==> src/inc/pti_pkg.sv <==
package pti_pkg;

  // bus geometry
  localparam int ADDR_W = 8;
  localparam int DATA_W = 32;

  // register byte addresses
  localparam logic [7:0] CTRL_OFFSET       = 8'h1c;
  localparam logic [7:0] EVT_STATUS_OFFSET = 8'h20;
  localparam logic [7:0] EVT_MASK_OFFSET   = 8'h24;

  // control register field positions
  localparam int PEND_BIT = 7;
  localparam int RATE_MSB = 6;
  localparam int RATE_LSB = 4;
  localparam int ACK_BIT  = 3;
  localparam int IE_BIT   = 2;
  localparam int EN_BIT   = 1;

  // event status and mask field position
  localparam int EVT_TICK_BIT = 0;

  // reset values
  localparam logic [7:0] CTRL_RESET = 8'h00;
  localparam logic       EVT_RESET  = 1'b0;

  // divider structure
  localparam int CHAIN_STAGES = 15;
  localparam int PRESCALE_DIV = 128;

  typedef logic [2:0] pti_rate_t;

  // chain bit whose rising edge marks the event for each rate code;
  // the full period is twice that bit's weight
  localparam int TAP_BIT [8] = '{14, 12, 10, 6, 5, 4, 3, 2};

endpackage

==> src/rtl/pti_sync.sv <==
`timescale 1ns/1ns
module pti_sync
#(
  parameter int WIDTH = 1
)
(
  input  wire logic             clk,  // system clock
  input  wire logic             rst,  // synchronous reset, active high
  input  wire logic [WIDTH-1:0] d,    // asynchronous inputs
  output logic      [WIDTH-1:0] q     // synchronised copies
);

  logic [WIDTH-1:0] meta_reg;
  logic [WIDTH-1:0] meta_next;
  logic [WIDTH-1:0] q_reg;
  logic [WIDTH-1:0] q_next;

  // the first stage feeds only the second stage
  always_comb
  begin
    meta_next = d;
    q_next    = meta_reg;
  end

  always_ff @(posedge clk)
  begin
    if (rst)
    begin
      meta_reg <= '0;
      q_reg    <= '0;
    end
    else
    begin
      meta_reg <= meta_next;
      q_reg    <= q_next;
    end
  end

  assign q = q_reg;

endmodule

==> src/rtl/pti_divider.sv <==
`timescale 1ns/1ns
module pti_divider
#(
  parameter int STAGES  = pti_pkg::CHAIN_STAGES,
  parameter int PRE_DIV = pti_pkg::PRESCALE_DIV
)
(
  input  wire logic              clk,       // system clock
  input  wire logic              rst,       // synchronous reset
  input  wire logic              src_tick,  // one oscillator edge
  input  wire logic              run,       // chain may advance
  input  wire logic              clear,     // hold chain at zero
  input  wire logic              extra_sel, // insert the extra prescale
  input  wire pti_pkg::pti_rate_t rate,     // tap select
  output logic                   rollover   // one-cycle event pulse
);
  import pti_pkg::*;

  localparam int PRE_W = $clog2(PRE_DIV);

  logic [STAGES-1:0] chain_reg;
  logic [STAGES-1:0] chain_next;
  logic [PRE_W-1:0]  pre_reg;
  logic [PRE_W-1:0]  pre_next;
  logic              rollover_reg;
  logic              rollover_next;
  logic              pre_wrap;
  logic              step;
  logic              tap_rise;
  logic [STAGES-1:0] low_mask;
  logic [STAGES-1:0] tap_mask;
  int                tap;

  always_comb
  begin
    tap      = TAP_BIT[rate];
    low_mask = STAGES'((64'd1 << tap) - 64'd1);
    tap_mask = STAGES'(64'd1 << tap);
    pre_wrap = (pre_reg == PRE_W'(PRE_DIV - 1));
    step     = src_tick & run & (~extra_sel | pre_wrap);
    // event on tap rising edge
    // rising edge of the tap bit: half period after a restart, then
    // exactly one full period apart
    tap_rise = step & ((chain_reg & low_mask) == low_mask)
               & ((chain_reg & tap_mask) == '0);
    pre_next      = pre_reg;
    chain_next    = chain_reg;
    rollover_next = 1'b0;
    if (clear)
    begin
      pre_next   = '0;
      chain_next = '0;
    end
    else
    begin
      if (src_tick & run & extra_sel)
      begin
        pre_next = pre_wrap ? '0 : pre_reg + PRE_W'(1);
      end
      if (step)
      begin
        chain_next = chain_reg + STAGES'(1);
      end
      rollover_next = tap_rise;
    end
  end

  always_ff @(posedge clk)
  begin
    if (rst)
    begin
      pre_reg      <= '0;
      chain_reg    <= '0;
      rollover_reg <= 1'b0;
    end
    else
    begin
      pre_reg      <= pre_next;
      chain_reg    <= chain_next;
      rollover_reg <= rollover_next;
    end
  end

  assign rollover = rollover_reg;
endmodule

==> src/rtl/pti_top.sv <==
`timescale 1ns/1ns
module pti_top
(
  input  wire logic                        MCLK,    // system clock
  input  wire logic                        RST,     // sync reset, high
  input  wire logic                        PSEL,    // apb select
  input  wire logic                        PENABLE, // apb access phase
  input  wire logic                        PWRITE,  // apb direction
  input  wire logic [pti_pkg::ADDR_W-1:0]  PADDR,   // apb byte address
  input  wire logic [pti_pkg::DATA_W-1:0]  PWDATA,  // apb write data
  input  wire logic [3:0]                  PSTRB,   // apb byte strobes
  output logic      [pti_pkg::DATA_W-1:0]  PRDATA,  // apb read data
  output logic                             PREADY,  // apb ready
  output logic                             PSLVERR, // apb error
  input  wire logic                        OSC_CLK_IN,      // oscillator
  input  wire logic                        EXTRA_PRESCALE_SELECT, // /128
  input  wire logic                        OSCILLATOR_RUNS_IN_STOP, // opt
  input  wire logic                        WAIT_MODE,   // cpu in wait
  input  wire logic                        STOP_MODE,   // cpu in stop
  output logic                             IRQ,         // level request
  output logic                             STOP_WAKEUP  // pulse in stop
);
  import pti_pkg::*;

  logic [4:0]  sync_in;
  logic [4:0]  sync_out;
  logic        osc_s;
  logic        extra_s;
  logic        osc_stop_s;
  logic        wait_s;
  logic        stop_s;
  logic        osc_prev_reg;
  logic        osc_prev_next;
  logic        src_tick;
  logic        chain_active;
  logic        bus_blocked;
  logic        rollover;

  logic        pend_reg;
  logic        pend_next;
  pti_rate_t   rate_reg;
  pti_rate_t   rate_next;
  logic        ie_reg;
  logic        ie_next;
  logic        en_reg;
  logic        en_next;
  logic        stat_reg;
  logic        stat_next;
  logic        mask_reg;
  logic        mask_next;
  logic [DATA_W-1:0] prdata_reg;
  logic [DATA_W-1:0] prdata_next;
  logic        wake_reg;
  logic        wake_next;

  logic        apb_setup;
  logic        apb_access;
  logic        sel_ctrl;
  logic        sel_stat;
  logic        sel_mask;
  logic        mapped;
  logic        err_now;
  logic        wr_ok;
  logic        wr_ctrl;
  logic        ack_wr;
  logic        stat_clr;
  logic [7:0]  ctrl_view;

  // all external levels pass two flops before use
  assign sync_in = {STOP_MODE, WAIT_MODE, OSCILLATOR_RUNS_IN_STOP,
                    EXTRA_PRESCALE_SELECT, OSC_CLK_IN};

  pti_sync #(
    .WIDTH (5)
  ) u_sync (
    .clk (MCLK),
    .rst (RST),
    .d   (sync_in),
    .q   (sync_out)
  );

  assign osc_s      = sync_out[0];
  assign extra_s    = sync_out[1];
  assign osc_stop_s = sync_out[2];
  assign wait_s     = sync_out[3];
  assign stop_s     = sync_out[4];

  // oscillator must stay below half of MCLK for the edge to be seen
  assign osc_prev_next = osc_s;
  assign src_tick      = osc_s & ~osc_prev_reg;

  assign chain_active = ~stop_s | osc_stop_s;

  assign bus_blocked = wait_s | stop_s;

  // rate assumed stable while enabled
  // a rate change while running only moves the tap; no guard is built
  pti_divider #(
    .STAGES  (CHAIN_STAGES),
    .PRE_DIV (PRESCALE_DIV)
  ) u_div (
    .clk       (MCLK),
    .rst       (RST),
    .src_tick  (src_tick),
    .run       (en_reg & chain_active),
    .clear     (~en_reg),
    .extra_sel (extra_s),
    .rate      (rate_reg),
    .rollover  (rollover)
  );

  // apb decode; zero wait states
  assign apb_setup  = PSEL & ~PENABLE;
  assign apb_access = PSEL & PENABLE;
  assign sel_ctrl   = (PADDR == CTRL_OFFSET);
  assign sel_stat   = (PADDR == EVT_STATUS_OFFSET);
  assign sel_mask   = (PADDR == EVT_MASK_OFFSET);
  assign mapped     = sel_ctrl | sel_stat | sel_mask;
  assign err_now    = ~mapped | (sel_ctrl & bus_blocked);
  assign wr_ok      = apb_access & PWRITE & ~err_now & PSTRB[0];
  assign wr_ctrl    = wr_ok & sel_ctrl;
  assign ack_wr     = wr_ctrl & PWDATA[ACK_BIT];
  assign stat_clr   = wr_ok & sel_stat & PWDATA[EVT_TICK_BIT];

  // control register layout
  // acknowledge and reserved bits always read zero
  always_comb
  begin
    ctrl_view                   = CTRL_RESET;
    ctrl_view[PEND_BIT]         = pend_reg;
    ctrl_view[RATE_MSB:RATE_LSB] = rate_reg;
    ctrl_view[IE_BIT]           = ie_reg;
    ctrl_view[EN_BIT]           = en_reg;
  end

  always_comb
  begin
    rate_next = rate_reg;
    ie_next   = ie_reg;
    en_next   = en_reg;
    mask_next = mask_reg;
    if (wr_ctrl)
    begin
      rate_next = PWDATA[RATE_MSB:RATE_LSB];
      ie_next   = PWDATA[IE_BIT];
      en_next   = PWDATA[EN_BIT];
    end
    if (wr_ok & sel_mask)
    begin
      mask_next = PWDATA[EVT_TICK_BIT];
    end
    pend_next = rollover | (pend_reg & ~ack_wr);
    stat_next = rollover | (stat_reg & ~stat_clr);
    wake_next = rollover & stop_s;
  end

  // read data is captured in the setup phase and held through access
  always_comb
  begin
    prdata_next = prdata_reg;
    if (apb_setup & ~PWRITE)
    begin
      prdata_next = '0;
      if (sel_ctrl & ~bus_blocked)
      begin
        prdata_next[7:0] = ctrl_view;
      end
      else if (sel_stat)
      begin
        prdata_next[EVT_TICK_BIT] = stat_reg;
      end
      else if (sel_mask)
      begin
        prdata_next[EVT_TICK_BIT] = mask_reg;
      end
    end
  end

  always_ff @(posedge MCLK)
  begin
    if (RST)
    begin
      osc_prev_reg <= 1'b0;
      pend_reg     <= CTRL_RESET[PEND_BIT];
      rate_reg     <= CTRL_RESET[RATE_MSB:RATE_LSB];
      ie_reg       <= CTRL_RESET[IE_BIT];
      en_reg       <= CTRL_RESET[EN_BIT];
      stat_reg     <= EVT_RESET;
      mask_reg     <= EVT_RESET;
      prdata_reg   <= '0;
      wake_reg     <= 1'b0;
    end
    else
    begin
      osc_prev_reg <= osc_prev_next;
      pend_reg     <= pend_next;
      rate_reg     <= rate_next;
      ie_reg       <= ie_next;
      en_reg       <= en_next;
      stat_reg     <= stat_next;
      mask_reg     <= mask_next;
      prdata_reg   <= prdata_next;
      wake_reg     <= wake_next;
    end
  end

  assign PRDATA      = prdata_reg;
  assign PREADY      = 1'b1;
  assign PSLVERR     = apb_access & err_now;
  assign STOP_WAKEUP = wake_reg;

  assign IRQ = (pend_reg & ie_reg) | (stat_reg & mask_reg);
endmodule

==> config.mk <==
export PLATFORM = sky130hd
export DESIGN_NAME = pti_top
export DESIGN_NICKNAME = d
export VERILOG_FILES = /design/src/inc/pti_pkg.sv /design/src/rtl/pti_sync.sv /design/src/rtl/pti_divider.sv /design/src/rtl/pti_top.sv
export SDC_FILE = /design/constraint.sdc
export NUM_CORES = 1
export LEC_CHECK = 0
export BUFFER_PORTS_ARGS = -buffer_cell sky130_fd_sc_hd__buf_2
export CORE_UTILIZATION = 50
export DETAILED_ROUTE_END_ITERATION = 16
export HOLD_SLACK_MARGIN = 0.08
export PLACE_DENSITY = 0.91
export SLEW_MARGIN = 10
export SYNTH_ARGS = -nofsm -noshare
export SYNTH_HDL_FRONTEND = slang
export SYNTH_HIERARCHICAL = 1
export SYNTH_SLANG_ARGS = --single-unit
==> constraint.sdc <==
create_clock -name MCLK -period 2.1 [get_ports MCLK]
set_clock_uncertainty 0.2 [all_clocks]
set_input_delay 0.105 -clock MCLK [delete_from_list [all_inputs] [get_ports MCLK]]
set_output_delay 0.105 -clock MCLK [all_outputs]
set_load 0.05 [all_outputs]
Word-level counts from Yosys, hierarchy flattened --
Memory sizes are Yosys's and may differ from the RTL's. Index checks and enable logic that the tools add are counted. W data, S select, Z words.
Word-level totals: bits in registers 51, latch bits 0, memory bits (writable) 0, memory bits (read-only) 256, memories kept 1
Memories:
- (name not given) | words 8, width 32, read ports 1, clocked after Yosys merged registers in 0, wr ports 0, RTL line pti_divider.sv:36 | tap = TAP_BIT[rate];
Cells by class: add/sub/neg operators 3, multiply operators 0, divide/modulo/power cells 0, order comparisons 1, eq/ne operators 5, shifts and indexed selects 1, muxes and demuxes 7, bitwise logic cells 49, reductions and logical operators 2
Operators with widths (count):
- $mux W32 | 2
- $shl A1 B32 Y15 const A | 1
- $and A15 B15 Y15 | 2
- $and A1 B1 Y1 | 26
- $eq A8 B6 Y1 const B | 2
- $add A15 B1 Y15 const B | 1
- $eq A15 B15 Y1 | 1
- $logic_not A15 Y1 | 1
- $sub A15 B1 Y15 const B | 1
- $mux W7 | 2
- $not A1 Y1 | 11
- $or A1 B1 Y1 | 9
- $eq A8 B5 Y1 const B | 1
- $add A7 B1 Y7 const B | 1
- $eq A7 B7 Y1 const B | 1
- $ge A4 B4 Y1 const B | 1
- $not A3 Y4 | 1
- $mux W1 | 3
- $reduce_or A2 Y1 | 1

Longest topological paths before layout --
depth after elaboration 13, gate-level depth with buffers 7, gate-level depth less buffers 6

By module --
Netlist, hierarchy kept.
By module, submodules not included:
- pti_divider | times used 1, cells each 155, area each 1306.3 µm²
- pti_top | times used 1, cells each 105, area each 975.9 µm²
- pti_sync | times used 1, cells each 20, area each 262.8 µm²

Least setup slack after synthesis --
Ideal clock, no wire load.
path type register to register, start point register en_reg, end point register u_div.chain_reg[3], arrival 1.601 ns, required time 1.829 ns, slack 0.228 ns, stages on the path, launching flop included 8, period minus slack after synthesis 1.872 ns, cells stage by stage dfxtp_1 > inv_1 > a21oi_1 > and4_1 > a21oi_2 > buf_2 > or3_2 > a21oi_1
On the way: longest elaborated chain between the ends 3, elaborated cells on any way between the ends 5, those cells by class bitwise: 4; reduce/logical: 1
RTL lines:
- start, declared | RTL line pti_top.sv:45 | logic en_reg;
- start signal, assigned | RTL line pti_top.sv:187 | en_reg <= CTRL_RESET[EN_BIT];
- start signal, assigned | RTL line pti_top.sv:199 | en_reg <= en_next;
- $and A1 B1 Y1 | RTL line pti_top.sv:105 | .run (en_reg & chain_active),
- $and A1 B1 Y1 (2 in series) | RTL line pti_divider.sv:40 | step = src_tick & run & (~extra_sel | pre_wrap);
- end signal, assigned | RTL line pti_divider.sv:79 | chain_reg <= chain_next;
- end, declared | RTL line pti_divider.sv:21 | logic [STAGES-1:0] chain_reg;
Several ways; a longest one is shown, not always the timed one. A chain may end at the register's enable or synchronous reset.

Worst setup path in the final report --
start point register en_reg, end point register u_div.chain_reg[7]
Same word-level chain as after synthesis.

==> impl_metrics.yaml <==
clock_network:
  h-tree-depth: 2
  cts_buffers: 5
  clkSinkCount: 50
  cts_tree: "yes"
  clk_latency_ns: 0.32
  post_cts_buffers: 0
  clkTransAtPathRegs_ns: 0.10
  clockBufferDepth: 2
  cts-root-buf: "clkbuf_8"
final_layout:
  syn2layout_area_growth_pct: 20.3
  final_area_sq_um: 3060
  layout-drive-gt1-share_pct: 20.8
  antenna_cells: 0
  largest_register_ffs: 15
  fin_nets: 398
global_route:
  grt_max_degree: 24
  antenna_found_initial: 0
  grt_pass1_wl_um: 9420
  overflow: 0
  track_usage_pct: 23.0
  grt_pass1_vias: 2115
place:
  gp_congestion: 0.860
  dp_hpwl_um: 3660
  dpl-instance-area_sq_um: 2720
  port_buffers: 35
  place_worst_setup_slack_ns: 0.0234
logic_synthesis:
  synth-simple-area-share_pct: 28.4
  yosys.area_share.xor_xnor_pct: 1.72
  ys.flop_type: "dfxtp_1"
  yosysSeqAreaShare_pct: 39.3
  synth_top_family_by_area: "simple AND/OR/NAND/NOR gates"
  synthAdderAreaFrac_pct: 1.47
  syn_inst: 280
  yosysWarnings: 6
  muxShareOfSynthArea_pct: 3.15
  synth_compound_area_share_pct: 15.2
  synth_edf_count: 0
  syn_area_sq_um: 2540
  ys_async_sr_fraction_pct: 0
  ys_ff_latch: 50
  synth.distinct_cells: 55
  avgSynthCellArea_sq_um: 9.09
worst_setup_path:
  cp_max_fo: 23
  cp.arrival_ns: 2.06
  cp_slowest_cell: "or4_1"
  reg2reg_slack_ns: 0.08
  worstPathCellList: "inv_1 -> a21oi_2 -> and4_1 -> a21oi_4 -> or4_1 -> a21oi_1"
  setup.worst_path.class: "reg2reg"
  worstSetupEndpointType: "flop"
  worstSetupStartpointType: "flop"
  critPathMaxStageDelay_ns: 0.53
  crit_required_ns: 2.15
floorplanning:
  num_rows: 25
  die_w_um: 73.3
  fp.dieArea_sq_um: 5380
  start_util_pct: 52.8
  die_y_um: 73.3
  coreArea_sq_um: 4820
  ioPinCount: 90
timing:
  fin_crit_ns: 2.02
  worst_pin_slew_ns: 0.512
  fmax_ghz: 0.496
  finalCritPeriodShare_pct: 96.1
  slew_viol_final: 0
  finalSetupViolCount: 0
  setup_ws_ns: 0.0827
  relSlewSlack_pct: 65.6
  hold_viol_final: 0
drt:
  firstDrtPassIters: 5
  drc: 0
  num_vias: 2311
  antenna_left: 0
  wire_per_inst_um: 14.3
  drt_iter0_markers: 180
  viasPerCell: 5.65
  routed_wl_um: 5860
power_and_ir_drop:
  finalPower_mw: 1.79
  power.density_nw_per_um2: 585
  cellLeakagePower_nw: 1.18
  vdd_drop_max_mv: 0.501
min_path:
  hp-class: "in2reg"
status:
  status: "complete, no violations"
job:
  maxCapViolCount: 0
synth_stat cells, types with 2 or more instances:
cell	n	area, sq um
buf_4	27	203
nand3_1	7	35.0
nor4_1	3	18.8
o41ai_1	2	17.5
or3b_2	3	26.3
xnor2_1	3	26.3
ha_1	3	37.5
or3_1	6	37.5
and4_1	5	43.8
conb_1	2	7.51
buf_2	2	10.0
o21ai_0	7	35.0
a21o_1	3	22.5
dfxtp_1	50	1000
nand2_1	30	113
or4b_2	3	30.0
clkbuf_1	5	18.8
nor3b_1	2	15.0
inv_1	5	18.8
or3_2	2	15.0
nor2b_1	12	75.1
o21a_1	2	15.0
xor2_1	2	17.5
a22o_1	7	61.3
or4b_1	2	20.0
o31a_1	2	17.5
o31ai_1	5	37.5
or4_1	3	22.5
nor3_1	5	25.0
and3_1	2	12.5
a21oi_1	15	75.1
nor4_4	2	42.5
o211ai_1	5	37.5
nand4_1	7	43.8
nor2_1	9	33.8
and2_1	3	18.8
and3b_1	2	17.5
mux2i_1	8	80.1
routing by layer:
metal	vias to the layer above	global-route usage (%)	part of all wire (%)
li1	1099	-	-
met1	1088	26.3	39
met2	103	40.2	51
met3	21	4.94	5.9
met4	0	12.2	3.8
met5	-	0	0
timing repair:
action / in CTS / in global routing
hold endpoints to repair: 23 / 2
setup endpoints to repair: 0 / 16
hold buffers: 22 / 1
gates resized for setup: 0 / 7
where the power goes:
group	internal [mW]	switching, mW
sequential	0.957	0.00372
combinational	0.0632	0.151
clock	0.272	0.345
logic make-up (layout without fill, tap and decap cells):
group | count (synthesis) | count (layout)
adders and majority gates | 3 | 3
and+or+nand+nor | 115 | 115
other | 2 | 26
buffers and inverters | 41 | 79
xor gates and xnor gates | 5 | 5
AOI/OAI and AO/OA | 56 | 56
muxes | 8 | 8
DFF | 50 | 50
cell usage in the layout (no fill, tap or decap), drive strengths merged, types with 2 or more instances in the layout:
| cell | Yosys | routed |
|---|---|---|
| dfxtp | 50 | 50 |
| or4b | 6 | 6 |
| o21a | 2 | 2 |
| o21ai | 7 | 7 |
| or3b | 4 | 4 |
| nand2 | 30 | 30 |
| nor3b | 2 | 2 |
| ha | 3 | 3 |
| xnor2 | 3 | 3 |
| and2 | 4 | 4 |
| dlygate4sd3 | 0 | 22 |
| mux2i | 8 | 8 |
| a21oi | 16 | 16 |
| nor4 | 5 | 5 |
| or4 | 3 | 3 |
| and3 | 2 | 2 |
| nand4 | 8 | 8 |
| conb | 2 | 26 |
| xor2 | 2 | 2 |
| buf | 31 | 44 |
| nor2 | 9 | 9 |
| or3 | 8 | 8 |
| nor2b | 12 | 12 |
| and4 | 5 | 5 |
| o41ai | 2 | 2 |
| o211ai | 5 | 5 |
| and3b | 2 | 2 |
| clkbuf | 5 | 6 |
| o31ai | 5 | 5 |
| a22o | 7 | 7 |
| o31a | 2 | 2 |
| inv | 5 | 6 |
| nor3 | 5 | 5 |
| a21o | 3 | 3 |
| nand3 | 7 | 7 |
stage by stage:
step / cells / hold WS, ns / setup TNS (ns) / util, %
final: 409 / 0.0620 / 0 / 63.5
after global placement: 379 / 0.0999 / 0 / 56.4
after CTS: 409 / 0.0369 / 0 / 63.0
after detailed placement: 379 / 0.117 / 0 / 56.4
after floorplan: 304 / -0.0234 / 0 / -
after global routing: 409 / 0.0685 / -0.0504 / 63.5
area by class of cell:
cell class                 instances  area, sq um
clock buffer                       6         82.6
clock inverter                     2         16.3
sequential                        50         1000
timing repair buffer              66          465
multi-input combinational        213         1390
fill                             404         1760
tap                               67         83.8
inverter                           5         18.8
worst paths after layout:
kind                                     end  depth (start not counted)                          start
max          u_div/chain_reg[7]$_SDFFE_PP0P_                          6            en_reg$_SDFFE_PP0P_
max reg2reg  u_div/chain_reg[7]$_SDFFE_PP0P_                          6            en_reg$_SDFFE_PP0P_
min                    mask_reg$_SDFFE_PP0P_                          4                       PADDR[6]
min reg2reg           u_sync/q[0]$_SDFF_PP0_                          1  u_sync/meta_reg[0]$_SDFF_PP0_
worst max-delay path, delay by kind of cell (launching register included):
kind	cells	cell delay, ns
DFF	1	0.37
and+or+nand+nor	2	0.82
AOI/OAI and AO/OA	3	0.48
buffers and inverters	1	0.08
No activity file was read; power rests on OpenSTA's default activity.
